==> src/pbt_pkg.sv <==
// Constants shared by the proximity baseline tracker
package pbt_pkg;
  localparam int DATA_W = 14;
  localparam int CH_W = 2;
  localparam int WIN_W = 3;
  localparam int MULT_W = 4;
  localparam int MULT_FRAC_SHIFT = 2;
  localparam int ACC_W = DATA_W + 7;
  localparam int CNT_W = 8;
  localparam logic [7:0] CFG_ADDR = 8'hd9;
  localparam logic [7:0] CFG_RESET = 8'h0c;
  localparam logic [7:0] CFG_WMASK = 8'hcf;
  localparam int AUTO_THR_BIT = 7;
  localparam int AUTO_OFS_BIT = 6;
  localparam int AUTO_BASE_BIT = 3;
  localparam int WIN_LSB = 0;
  localparam logic [DATA_W-1:0] BASE_RESET = 14'h3fff;
  localparam logic [DATA_W-1:0] THR_RESET = 14'h0000;
endpackage

==> src/pbt_avg_if.sv <==
// Carrier between the tracker and its window averager
`timescale 1ns/10ps
interface pbt_avg_if;
  import pbt_pkg::*;
  logic [WIN_W-1:0] window;
  logic sample_valid;
  logic [DATA_W-1:0] sample_data;
  logic avg_valid;
  logic [DATA_W-1:0] avg_value;
  modport tracker (output window, output sample_valid, output sample_data,
                   input avg_valid, input avg_value);
  modport avg (input window, input sample_valid, input sample_data,
               output avg_valid, output avg_value);
endinterface

==> src/pbt_window_avg.sv <==
// Window averager producing the measured baseline
`timescale 1ns/10ps
module pbt_window_avg (
  input wire logic clk,
  input wire logic reset,
  pbt_avg_if.avg bus
);
  import pbt_pkg::*;
  logic [ACC_W-1:0] acc;
  logic [CNT_W-1:0] count;
  logic [CNT_W-1:0] last_count;
  logic [ACC_W-1:0] next_acc;
  logic window_end;

  assign last_count = CNT_W'((9'h001 << bus.window) - 9'h001);
  assign next_acc = acc + ACC_W'(bus.sample_data);
  assign window_end = bus.sample_valid && (count == last_count);

  // Accumulate samples over 2^window
  always_ff @(posedge clk or posedge reset) begin
    if (reset) begin
      acc <= '0;
      count <= '0;
    end else if (bus.sample_valid) begin
      if (window_end) begin
        acc <= '0;
        count <= '0;
      end else begin
        acc <= next_acc;
        count <= count + 8'h01;
      end
    end
  end

  // Average published at window end
  always_ff @(posedge clk or posedge reset) begin
    if (reset) begin
      bus.avg_valid <= 1'b0;
      bus.avg_value <= '0;
    end else begin
      bus.avg_valid <= window_end;
      if (window_end) begin
        bus.avg_value <= DATA_W'(next_acc >> bus.window);
      end
    end
  end
endmodule

==> src/pbt_tracker.sv <==
// Proximity baseline tracker with auto thresholds and offset trim
`timescale 1ns/10ps
module pbt_tracker (
  input wire logic clk,
  input wire logic reset,
  input wire logic [7:0] reg_addr,
  input wire logic reg_write,
  input wire logic [7:0] reg_wdata,
  output logic [7:0] reg_rdata,
  input wire logic [pbt_pkg::MULT_W-1:0] threshold_multiplier,
  input wire logic prox_mode,
  input wire logic sample_valid,
  input wire logic [pbt_pkg::DATA_W-1:0] sample_data,
  input wire logic [pbt_pkg::CH_W-1:0] sample_channel,
  input wire logic clear_baseline_flag,
  input wire logic clear_offset_flag,
  output logic [pbt_pkg::DATA_W-1:0] stored_baseline,
  output logic [pbt_pkg::DATA_W-1:0] measured_baseline,
  output logic [pbt_pkg::DATA_W-1:0] gesture_entry_threshold,
  output logic [pbt_pkg::DATA_W-1:0] gesture_exit_threshold,
  output logic baseline_changed_flag,
  output logic offset_changed_flag,
  output logic offset_decrement,
  output logic [pbt_pkg::CH_W-1:0] offset_decrement_channel
);
  import pbt_pkg::*;
  logic [7:0] baseline_tracking_config;
  logic auto_threshold_enable;
  logic auto_offset_decrement_enable;
  logic auto_baseline_enable;
  logic baseline_update;
  logic zero_sample;
  logic [DATA_W+MULT_W-1:0] scaled;
  logic [DATA_W+MULT_W-1:0] next_threshold_wide;
  logic [DATA_W-1:0] next_threshold;
  pbt_avg_if avg_bus ();

  assign auto_threshold_enable = baseline_tracking_config[AUTO_THR_BIT];
  assign auto_offset_decrement_enable = baseline_tracking_config[AUTO_OFS_BIT];
  assign auto_baseline_enable = baseline_tracking_config[AUTO_BASE_BIT];
  assign avg_bus.window = baseline_tracking_config[WIN_LSB +: WIN_W];
  assign avg_bus.sample_valid = sample_valid && prox_mode;
  assign avg_bus.sample_data = sample_data;

  pbt_window_avg u_avg (
    .clk(clk),
    .reset(reset),
    .bus(avg_bus.avg)
  );

  assign baseline_update = avg_bus.avg_valid && auto_baseline_enable &&
                           (avg_bus.avg_value < stored_baseline);
  assign zero_sample = sample_valid && prox_mode && (sample_data == '0);

  // Factor is 1 + multiplier/4, saturated to the data width
  assign scaled = (DATA_W+MULT_W)'(avg_bus.avg_value) *
                  (DATA_W+MULT_W)'(threshold_multiplier);
  assign next_threshold_wide = (DATA_W+MULT_W)'(avg_bus.avg_value) +
                               (scaled >> MULT_FRAC_SHIFT);
  assign next_threshold = (|next_threshold_wide[DATA_W+MULT_W-1:DATA_W]) ? {DATA_W{1'b1}} :
                          next_threshold_wide[DATA_W-1:0];

  // Configuration register
  always_ff @(posedge clk or posedge reset) begin
    if (reset) begin
      baseline_tracking_config <= CFG_RESET;
    end else if (reg_write && reg_addr == CFG_ADDR) begin
      baseline_tracking_config <= reg_wdata & CFG_WMASK;
    end
  end

  // Register read data
  always_ff @(posedge clk or posedge reset) begin
    if (reset) begin
      reg_rdata <= '0;
    end else if (reg_addr == CFG_ADDR) begin
      reg_rdata <= baseline_tracking_config;
    end else begin
      reg_rdata <= '0;
    end
  end

  // Measured baseline
  always_ff @(posedge clk or posedge reset) begin
    if (reset) begin
      measured_baseline <= '0;
    end else if (avg_bus.avg_valid) begin
      measured_baseline <= avg_bus.avg_value;
    end
  end

  // Stored baseline
  always_ff @(posedge clk or posedge reset) begin
    if (reset) begin
      stored_baseline <= BASE_RESET;
    end else if (baseline_update) begin
      stored_baseline <= avg_bus.avg_value;
    end
  end

  // Gesture thresholds, same step as baseline
  always_ff @(posedge clk or posedge reset) begin
    if (reset) begin
      gesture_entry_threshold <= THR_RESET;
      gesture_exit_threshold <= THR_RESET;
    end else if (baseline_update && auto_threshold_enable) begin
      gesture_entry_threshold <= next_threshold;
      gesture_exit_threshold <= next_threshold;
    end
  end

  // Sticky flags, set beats clear
  always_ff @(posedge clk or posedge reset) begin
    if (reset) begin
      baseline_changed_flag <= 1'b0;
      offset_changed_flag <= 1'b0;
    end else begin
      if (baseline_update) begin
        baseline_changed_flag <= 1'b1;
      end else if (clear_baseline_flag) begin
        baseline_changed_flag <= 1'b0;
      end
      if (zero_sample && auto_offset_decrement_enable) begin
        offset_changed_flag <= 1'b1;
      end else if (clear_offset_flag) begin
        offset_changed_flag <= 1'b0;
      end
    end
  end

  // Offset decrement request
  always_ff @(posedge clk or posedge reset) begin
    if (reset) begin
      offset_decrement <= 1'b0;
      offset_decrement_channel <= '0;
    end else begin
      offset_decrement <= zero_sample && auto_offset_decrement_enable;
      if (zero_sample) begin
        offset_decrement_channel <= sample_channel;
      end
    end
  end
endmodule

==> config.mk <==
export PLATFORM = sky130hd
export DESIGN_NAME = pbt_tracker
export DESIGN_NICKNAME = d
export VERILOG_FILES = /design/src/pbt_pkg.sv /design/src/pbt_avg_if.sv /design/src/pbt_window_avg.sv /design/src/pbt_tracker.sv
export SDC_FILE = /design/constraint.sdc
export NUM_CORES = 1
export LEC_CHECK = 0
export ABC_AREA = 0
export BUFFER_PORTS_ARGS = -buffer_cell sky130_fd_sc_hd__buf_2
export CAP_MARGIN = 25
export CORE_MARGIN = 1.5
export CORE_UTILIZATION = 33
export CTS_CLUSTER_SIZE = 25
export DETAILED_ROUTE_END_ITERATION = 16
export SYNTH_ARGS = -nofsm -noshare
export SYNTH_HDL_FRONTEND = slang
export SYNTH_SLANG_ARGS = --single-unit
==> constraint.sdc <==
create_clock -name clk -period 6.7 [get_ports clk]
set_input_delay 1.005 -clock clk [delete_from_list [all_inputs] [get_ports clk]]
set_output_delay 1.005 -clock clk [all_outputs]
set_load 0.05 [all_outputs]
==> results of run 1 <==
==> cell families after synthesis <==
logic type               synth area share (%)
AO/OA/AOI/OAI                            18.6
XOR/XNOR                                 4.73
adder cells (fa/ha/maj)                  15.9
buffers and inverters                    5.80
flip-flops                               31.2
multiplexers                             7.59
other                                  0.0450
AND/OR/NAND/NOR                          16.1
==> final timing paths <==
| check | slack [ns] | startpoint | cells past startpoint | endpoint |
|---|---|---|---|---|
| min reg2reg | 0.49 | u_avg.acc[9]$_DFFE_PP0P_ | 2 | u_avg.acc[9]$_DFFE_PP0P_ |
| max reg2reg | 0.75 | u_avg.bus.avg_value[1]$_DFFE_PP0P_ | 21 | gesture_exit_threshold[9]$_DFFE_PP0P_ |
| max in group asynchronous | 4.85 | reset | 3 | baseline_tracking_config[3]$_DFFE_PP1P_ |
| min | 0.49 | u_avg.acc[9]$_DFFE_PP0P_ | 2 | u_avg.acc[9]$_DFFE_PP0P_ |
| max | 0.45 | threshold_multiplier[2] | 24 | gesture_exit_threshold[9]$_DFFE_PP0P_ |
| min in group asynchronous | 0.78 | reset | 2 | gesture_exit_threshold[0]$_DFFE_PP0P_ |
==> critical path, delay by kind of cell <==
family          cells  cell delay, ns
compound gates      9            1.95
fa+ha+maj           4            1.73
simple gates        5            1.15
buf+inv             4            0.47
mux                 1            0.09
xor+xnor            1            0.08
==> final cells by class <==
type	count	area [µm²]	area share, %
inverters	57	216	2.30
multi-input cells	674	5260	55.9
well taps	324	405	4.31
clock buffers	9	225	2.40
clock inverters	7	90.1	0.958
flip-flops and latches	103	2600	27.6
repair buffers	117	611	6.49
==> cells in the mapped netlist (all sizes together), types with 11 or more instances <==
cell type	count	area share (%)
a211oi	12	1.2
a21o	20	1.8
a21oi	45	2.7
and2	52	3.9
buf	25	2.0
clkbuf	28	1.3
dfrtp	87	26
dfstp	16	5.1
fa	26	6.3
ha	64	9.6
inv	56	2.5
mux2	43	5.8
nand2	72	3.2
nand2b	11	0.83
nand3	11	0.66
nor2	54	2.4
o21ai	38	2.3
o31ai	11	0.99
o32a	14	1.7
xnor2	25	2.6
xor2	20	2.1
==> power by group through the flow <==
| stage | clock network (mW) | registers, mW | logic [mW] |
|---|---|---|---|
| after floorplan | 0 | 1.06 | 2.79 |
| after global placement | 0 | 0.998 | 3.57 |
| after detailed placement | 0 | 1.00 | 3.60 |
| after CTS | 0.584 | 0.990 | 3.62 |
| after global routing | 0.605 | 1.02 | 4.09 |
| final | 0.564 | 0.981 | 3.60 |
==> registers in the layout, indices dropped and copies added (netlist names), 2 cells and up <==
name and count:
u_avg.acc 21, u_avg.bus.avg_value 14, measured_baseline 14, offset_decrement_channel 2, gesture_exit_threshold 14, reg_rdata 6, stored_baseline 14, u_avg.count 8
baseline_tracking_config 6
==> routing by layer <==
| layer | vias to the layer above | routed length (µm) | track usage [%] |
|---|---|---|---|
| li1 | 3300 | - | - |
| met1 | 3243 | 9070 | 19.6 |
| met2 | 84 | 9830 | 28.2 |
| met3 | 16 | 566 | 2.45 |
| met4 | 2 | 297 | 4.30 |
| met5 | - | 10 | 0 |
==> through the flow <==
step,hold slack (ns),std cells
2_1_floorplan,0.453,887
3_3_place_gp,0.463,1275
3_5_place_dp,0.474,1275
4_1_cts,0.493,1291
5_1_grt,0.526,1291
6_report,0.491,1291
==> results.cfg, run 1 <==
[run_status]
status = finished clean

[timing]
max_freq_mhz = 160
fin_ws_ns = 0.448
max_slew.worst_pin.slew_ns = 0.751
fin_skew_ns = 0.0132
rsz0062_at_grt = no
min_period_ns = 6.25
final_hold_viol_count = 0
final-max-slew-violation-count = 0
setup_viol = 0
timing.setup.tns_ns = 0
finalCritPeriodShare_pct = 93.3
maxSlewHeadroom_pct = 49.9

[grt]
grt_pass1_vias = 6598
antenna_found_initial = 1
track_usage_pct = 15.8
overflow = 0
grt_max_degree = 59
grt_pass1_wl_um = 33300

[critical_path]
cp_max_fo = 14
cp-end-kind = flop
crit_type = in2reg
arrival_ns = 6.49
cp-start-kind = primary input
slowest_delay_ns = 0.53
crit_slowest_cell = fa_1
crit_path_cell_trace = buf_2 -> and2_1 -> fa_1 -> inv_1 -> fa_1 -> inv_1 -> ha_1 -> o21a_1 -> o31a_1 -> o31a_1 -> o21a_1 -> nor2_1 -> a2bb2oi_1 -> nor2b_1 -> xnor2_1 -> ha_1 -> or2_2 -> a21oi_1 -> a311o_1 -> a211oi_2 -> mux2i_1 -> or4b_1 -> buf_4 -> o32a_1
required_ns = 6.94

[power_and_ir_drop]
finalPower_mw = 5.14
p_clk_share_pct = 11.0
combPwrFrac_pct = 70.0
power.share.sequential_pct = 19.1
p_sw_share_pct = 49.1
p_int_mw = 2.62
leakage_nw = 4.45
power_density_nw_per_um2 = 547
peakVddDrop_uv = 282
power_switching_mw = 2.53

[clock_network]
postCtsSetupBuffers = 0
cts_buffers = 9
hold_buffers = 0
clock_latency_ns = 0.36
clk_path_buf_depth = 2
cts_resized = 0
htree_levels = 3
cts_tree = built
cts.sinks = 103
root_buffer = clkbuf_16
clk_pin_slew_worst_paths_ns = 0.08

[cells_and_area]
design_area_um2 = 9400
layout_commonest_cell = buf_2
diodes = 0
layout_common_cells = 107 x buf_2, 87 x dfrtp_1, 72 x nand2_1
drive_gt1_share_pct = 21.3
nets = 1095
area_delta_synth_final_pct = 12.9
final_util_pct = 38.3
fillers = 2554

[logic_synthesis]
yosys_warnings = 0
netlist_instances = 886
synth-edff-count = 0
synth.avg_cell_area_um2 = 9.40
syn_area_um2 = 8320
synth_seq_area_share_pct = 31.2
synth_cell_types = 73
async_flop_share_pct = 100
synth_flop_cell = dfrtp_1
ys_ff_latch = 103

[drt]
wl_um = 19800
postRouteAntennaNets = 0
routedWlPerCell_um = 15.3
vias_per_cell = 5.15
drt_first_iter_violations = 262
drt-pass1-iter-count = 4
drcViolationCount = 0
vias = 6645

[job]
cap_violations = 0

[place]
place_area_um2 = 9090
place_congestion = 0.857
pre_cts_ws_ns = 0.0954
numPortBuffers = 107
post-dp-hpwl_um = 15300

[die]
die_area_um2 = 26200
num_rows = 57
die_x_um = 162
start_util_pct = 33.9
core_um2 = 24500
top_level_ports = 112
die_y_um = 162

[hold_path]
worstHoldPathType = reg2reg
No activity file was read; power rests on OpenSTA's default activity.
==> run 2, diff against run 1 <==
--- a/config.mk
+++ b/config.mk
@@ -12,6 +12,7 @@
 export CORE_UTILIZATION = 33
 export CTS_CLUSTER_SIZE = 25
 export DETAILED_ROUTE_END_ITERATION = 16
+export REMOVE_ABC_BUFFERS = 1
 export SYNTH_ARGS = -nofsm -noshare
 export SYNTH_HDL_FRONTEND = slang
 export SYNTH_SLANG_ARGS = --single-unit
==> run 2 against run 1 <==
Net effect:
- via count up 0.47%
- die area unchanged
- sequential power shrank 2%
- clock skew down 0.00093 ns
- first-iteration DRC count decreased by 1.9%
- worst hold slack is essentially flat
- wire length is essentially flat
- clock-buffer cell count stayed put
==> results.cfg, run 2 (synthesized netlist as in run 1, its figures left out) <==
[critical_path]
cp-end-kind = flop
cp-start-kind = primary input
worst_r2r_path_depth = 23
crit_slowest_cell = fa_1
slowest_delay_ns = 0.54
cp_max_fo = 14
r2r_end = gesture_exit_threshold[11]$_DFFE_PP0P_
crit_type = in2reg
reg2reg_from = u_avg.bus.avg_value[2]$_DFFE_PP0P_
r2r_slack_ns = 0.68
arrival_ns = 6.54
crit_path_cell_trace = buf_2 -> and2_1 -> fa_1 -> inv_1 -> fa_1 -> inv_1 -> ha_1 -> o21a_1 -> o31a_1 -> o31a_1 -> o21a_1 -> nor2_1 -> a2bb2oi_1 -> nor2b_1 -> xnor2_1 -> ha_1 -> or2_2 -> a21oi_1 -> a311o_1 -> a211oi_2 -> mux2i_1 -> or4b_1 -> buf_4 -> o32a_1
critPathBufInv = 4
required_ns = 6.94
crit_family = compound AO/OA/AOI/OAI gates

[grt]
grt_max_degree = 80
antenna_found_initial = 0
grt_pass1_wl_um = 33300
overflow = 0
track_usage_pct = 15.7
grt_pass1_vias = 6653

[place]
place_inst = 1277
post-dp-hpwl_um = 15100
numPortBuffers = 107
place_congestion = 0.836

[cells_and_area]
fillers = 2515
diodes = 0
largest_register_ff_count = 21
multi_input_area_um2 = 5260
layout_common_cells = 107 x buf_2, 87 x dfrtp_1, 72 x nand2_1
area_delta_synth_final_pct = 13.9
final_cell_count_no_fill = 1294
layout_commonest_cell = buf_2
nets = 1098
drive_gt1_share_pct = 21.5
register_area_um2 = 2600
regMostFlops = u_avg.acc
final_util_pct = 38.6

[die]
die_area_um2 = 26200
die_y_um = 162
die_x_um = 162
top_level_ports = 112
core_um2 = 24500
num_rows = 57
start_util_pct = 33.9

[power_and_ir_drop]
leakage_nw = 4.49
peakVddDrop_uv = 293
power_density_nw_per_um2 = 552

[clock_network]
htree_levels = 3
hold_buffers = 0
cts_buffers = 9
postCtsSetupBuffers = 0
clk_pin_slew_worst_paths_ns = 0.08
clk_path_buf_depth = 2
cts_tree = built
cts.sinks = 103
clock_latency_ns = 0.36
cts_resized = 0
root_buffer = clkbuf_16

[hold_path]
hold_end = u_avg.acc[0]$_DFFE_PP0P_
worstHoldPathType = reg2reg
min_path_cells = 2
hp-start = u_avg.acc[0]$_DFFE_PP0P_

[timing]
holdWs_ns = 0.491
min_period_ns = 6.30
finalCritPeriodShare_pct = 94.1
max_freq_mhz = 159
maxSlewHeadroom_pct = 39.9
max_slew.worst_pin.slew_ns = 0.895
fin_skew_ns = 0.0122
final-max-slew-violation-count = 0
setup_viol = 0
timing.setup.tns_ns = 0
rsz0062_at_grt = no
final_hold_viol_count = 0

[job]
cap_violations = 0

[drt]
vias = 6676
wl_um = 19800
drt_first_iter_violations = 257
vias_per_cell = 5.16
routedWlPerCell_um = 15.3
postRouteAntennaNets = 0
drcViolationCount = 0
drt-pass1-iter-count = 7

[run_status]
status = finished clean
==> run 2: cell count changes in the layout (fill, tap and decap cells not counted) <==
cell        change
clkinv_8        -1
inv_6           +1
buf_4           +2
inv_8           -1
buf_16          +1
clkinvlp_4      -1
bufinv_16       +2
==> run 2: worst reg2reg max path: stages, from the launching register on <==
cell	delay, ns
dfrtp_1	0.51
and2_1	0.22
fa_1	0.53
inv_1	0.06
fa_1	0.54
inv_1	0.04
ha_1	0.35
o21a_1	0.19
o31a_1	0.13
o31a_1	0.28
o21a_1	0.18
nor2_1	0.15
a2bb2oi_1	0.22
nor2b_1	0.18
xnor2_1	0.08
ha_1	0.36
or2_2	0.14
a21oi_1	0.07
a311o_1	0.35
a211oi_2	0.20
mux2i_1	0.09
or4b_1	0.50
buf_4	0.20
o32a_1	0.35
==> run 2: worst max path at each step <==
stage / start / endpoint / slack [ns] / cells past startpoint
final: threshold_multiplier[2] / gesture_exit_threshold[11]$_DFFE_PP0P_ / 0.40 / 24
after global routing: threshold_multiplier[2] / gesture_exit_threshold[11]$_DFFE_PP0P_ / 0.10 / 24
after CTS: threshold_multiplier[2] / gesture_exit_threshold[11]$_DFFE_PP0P_ / 0.43 / 24
after detailed placement: threshold_multiplier[2] / gesture_exit_threshold[11]$_DFFE_PP0P_ / 0.06 / 24
after global placement: threshold_multiplier[2] / gesture_exit_threshold[13]$_DFFE_PP0P_ / 0.13 / 24
after floorplan: threshold_multiplier[3] / gesture_exit_threshold[10]$_DFFE_PP0P_ / 0.52 / 22
==> run 2: power by group <==
| group | internal [mW] | switching [mW] | total (mW) |
|---|---|---|---|
| clock network | 0.370 | 0.260 | 0.630 |
| registers | 0.769 | 0.196 | 0.965 |
| logic | 1.56 | 2.08 | 3.63 |
==> run 2: final cells by class <==
class                   instances  area share (%)
clock buffers                   9            2.38
clock inverters                 7            1.31
inverters                      57            2.28
multi-input cells             674            55.5
flip-flops and latches        103            27.4
well taps                     324            4.28
repair buffers                120            6.89
==> run 2: through the flow <==
stage               worst slack [ns]  cell area, µm²  power, mW
floorplan                      0.515            8060       3.84
global placement               0.125            9100       4.56
detailed placement            0.0616            9100       4.61
CTS                            0.426            9450       5.26
global route                   0.103            9480       5.78
finish                         0.396            9480       5.23
==> run 2: layer usage <==
layer	GRT usage (%)	part of all wire, %	up-vias
met5	0	0	-
met4	4.00	1.3	0
met3	2.04	2.8	18
met2	27.4	49	116
met1	20.5	47	3224
li1	-	-	3318
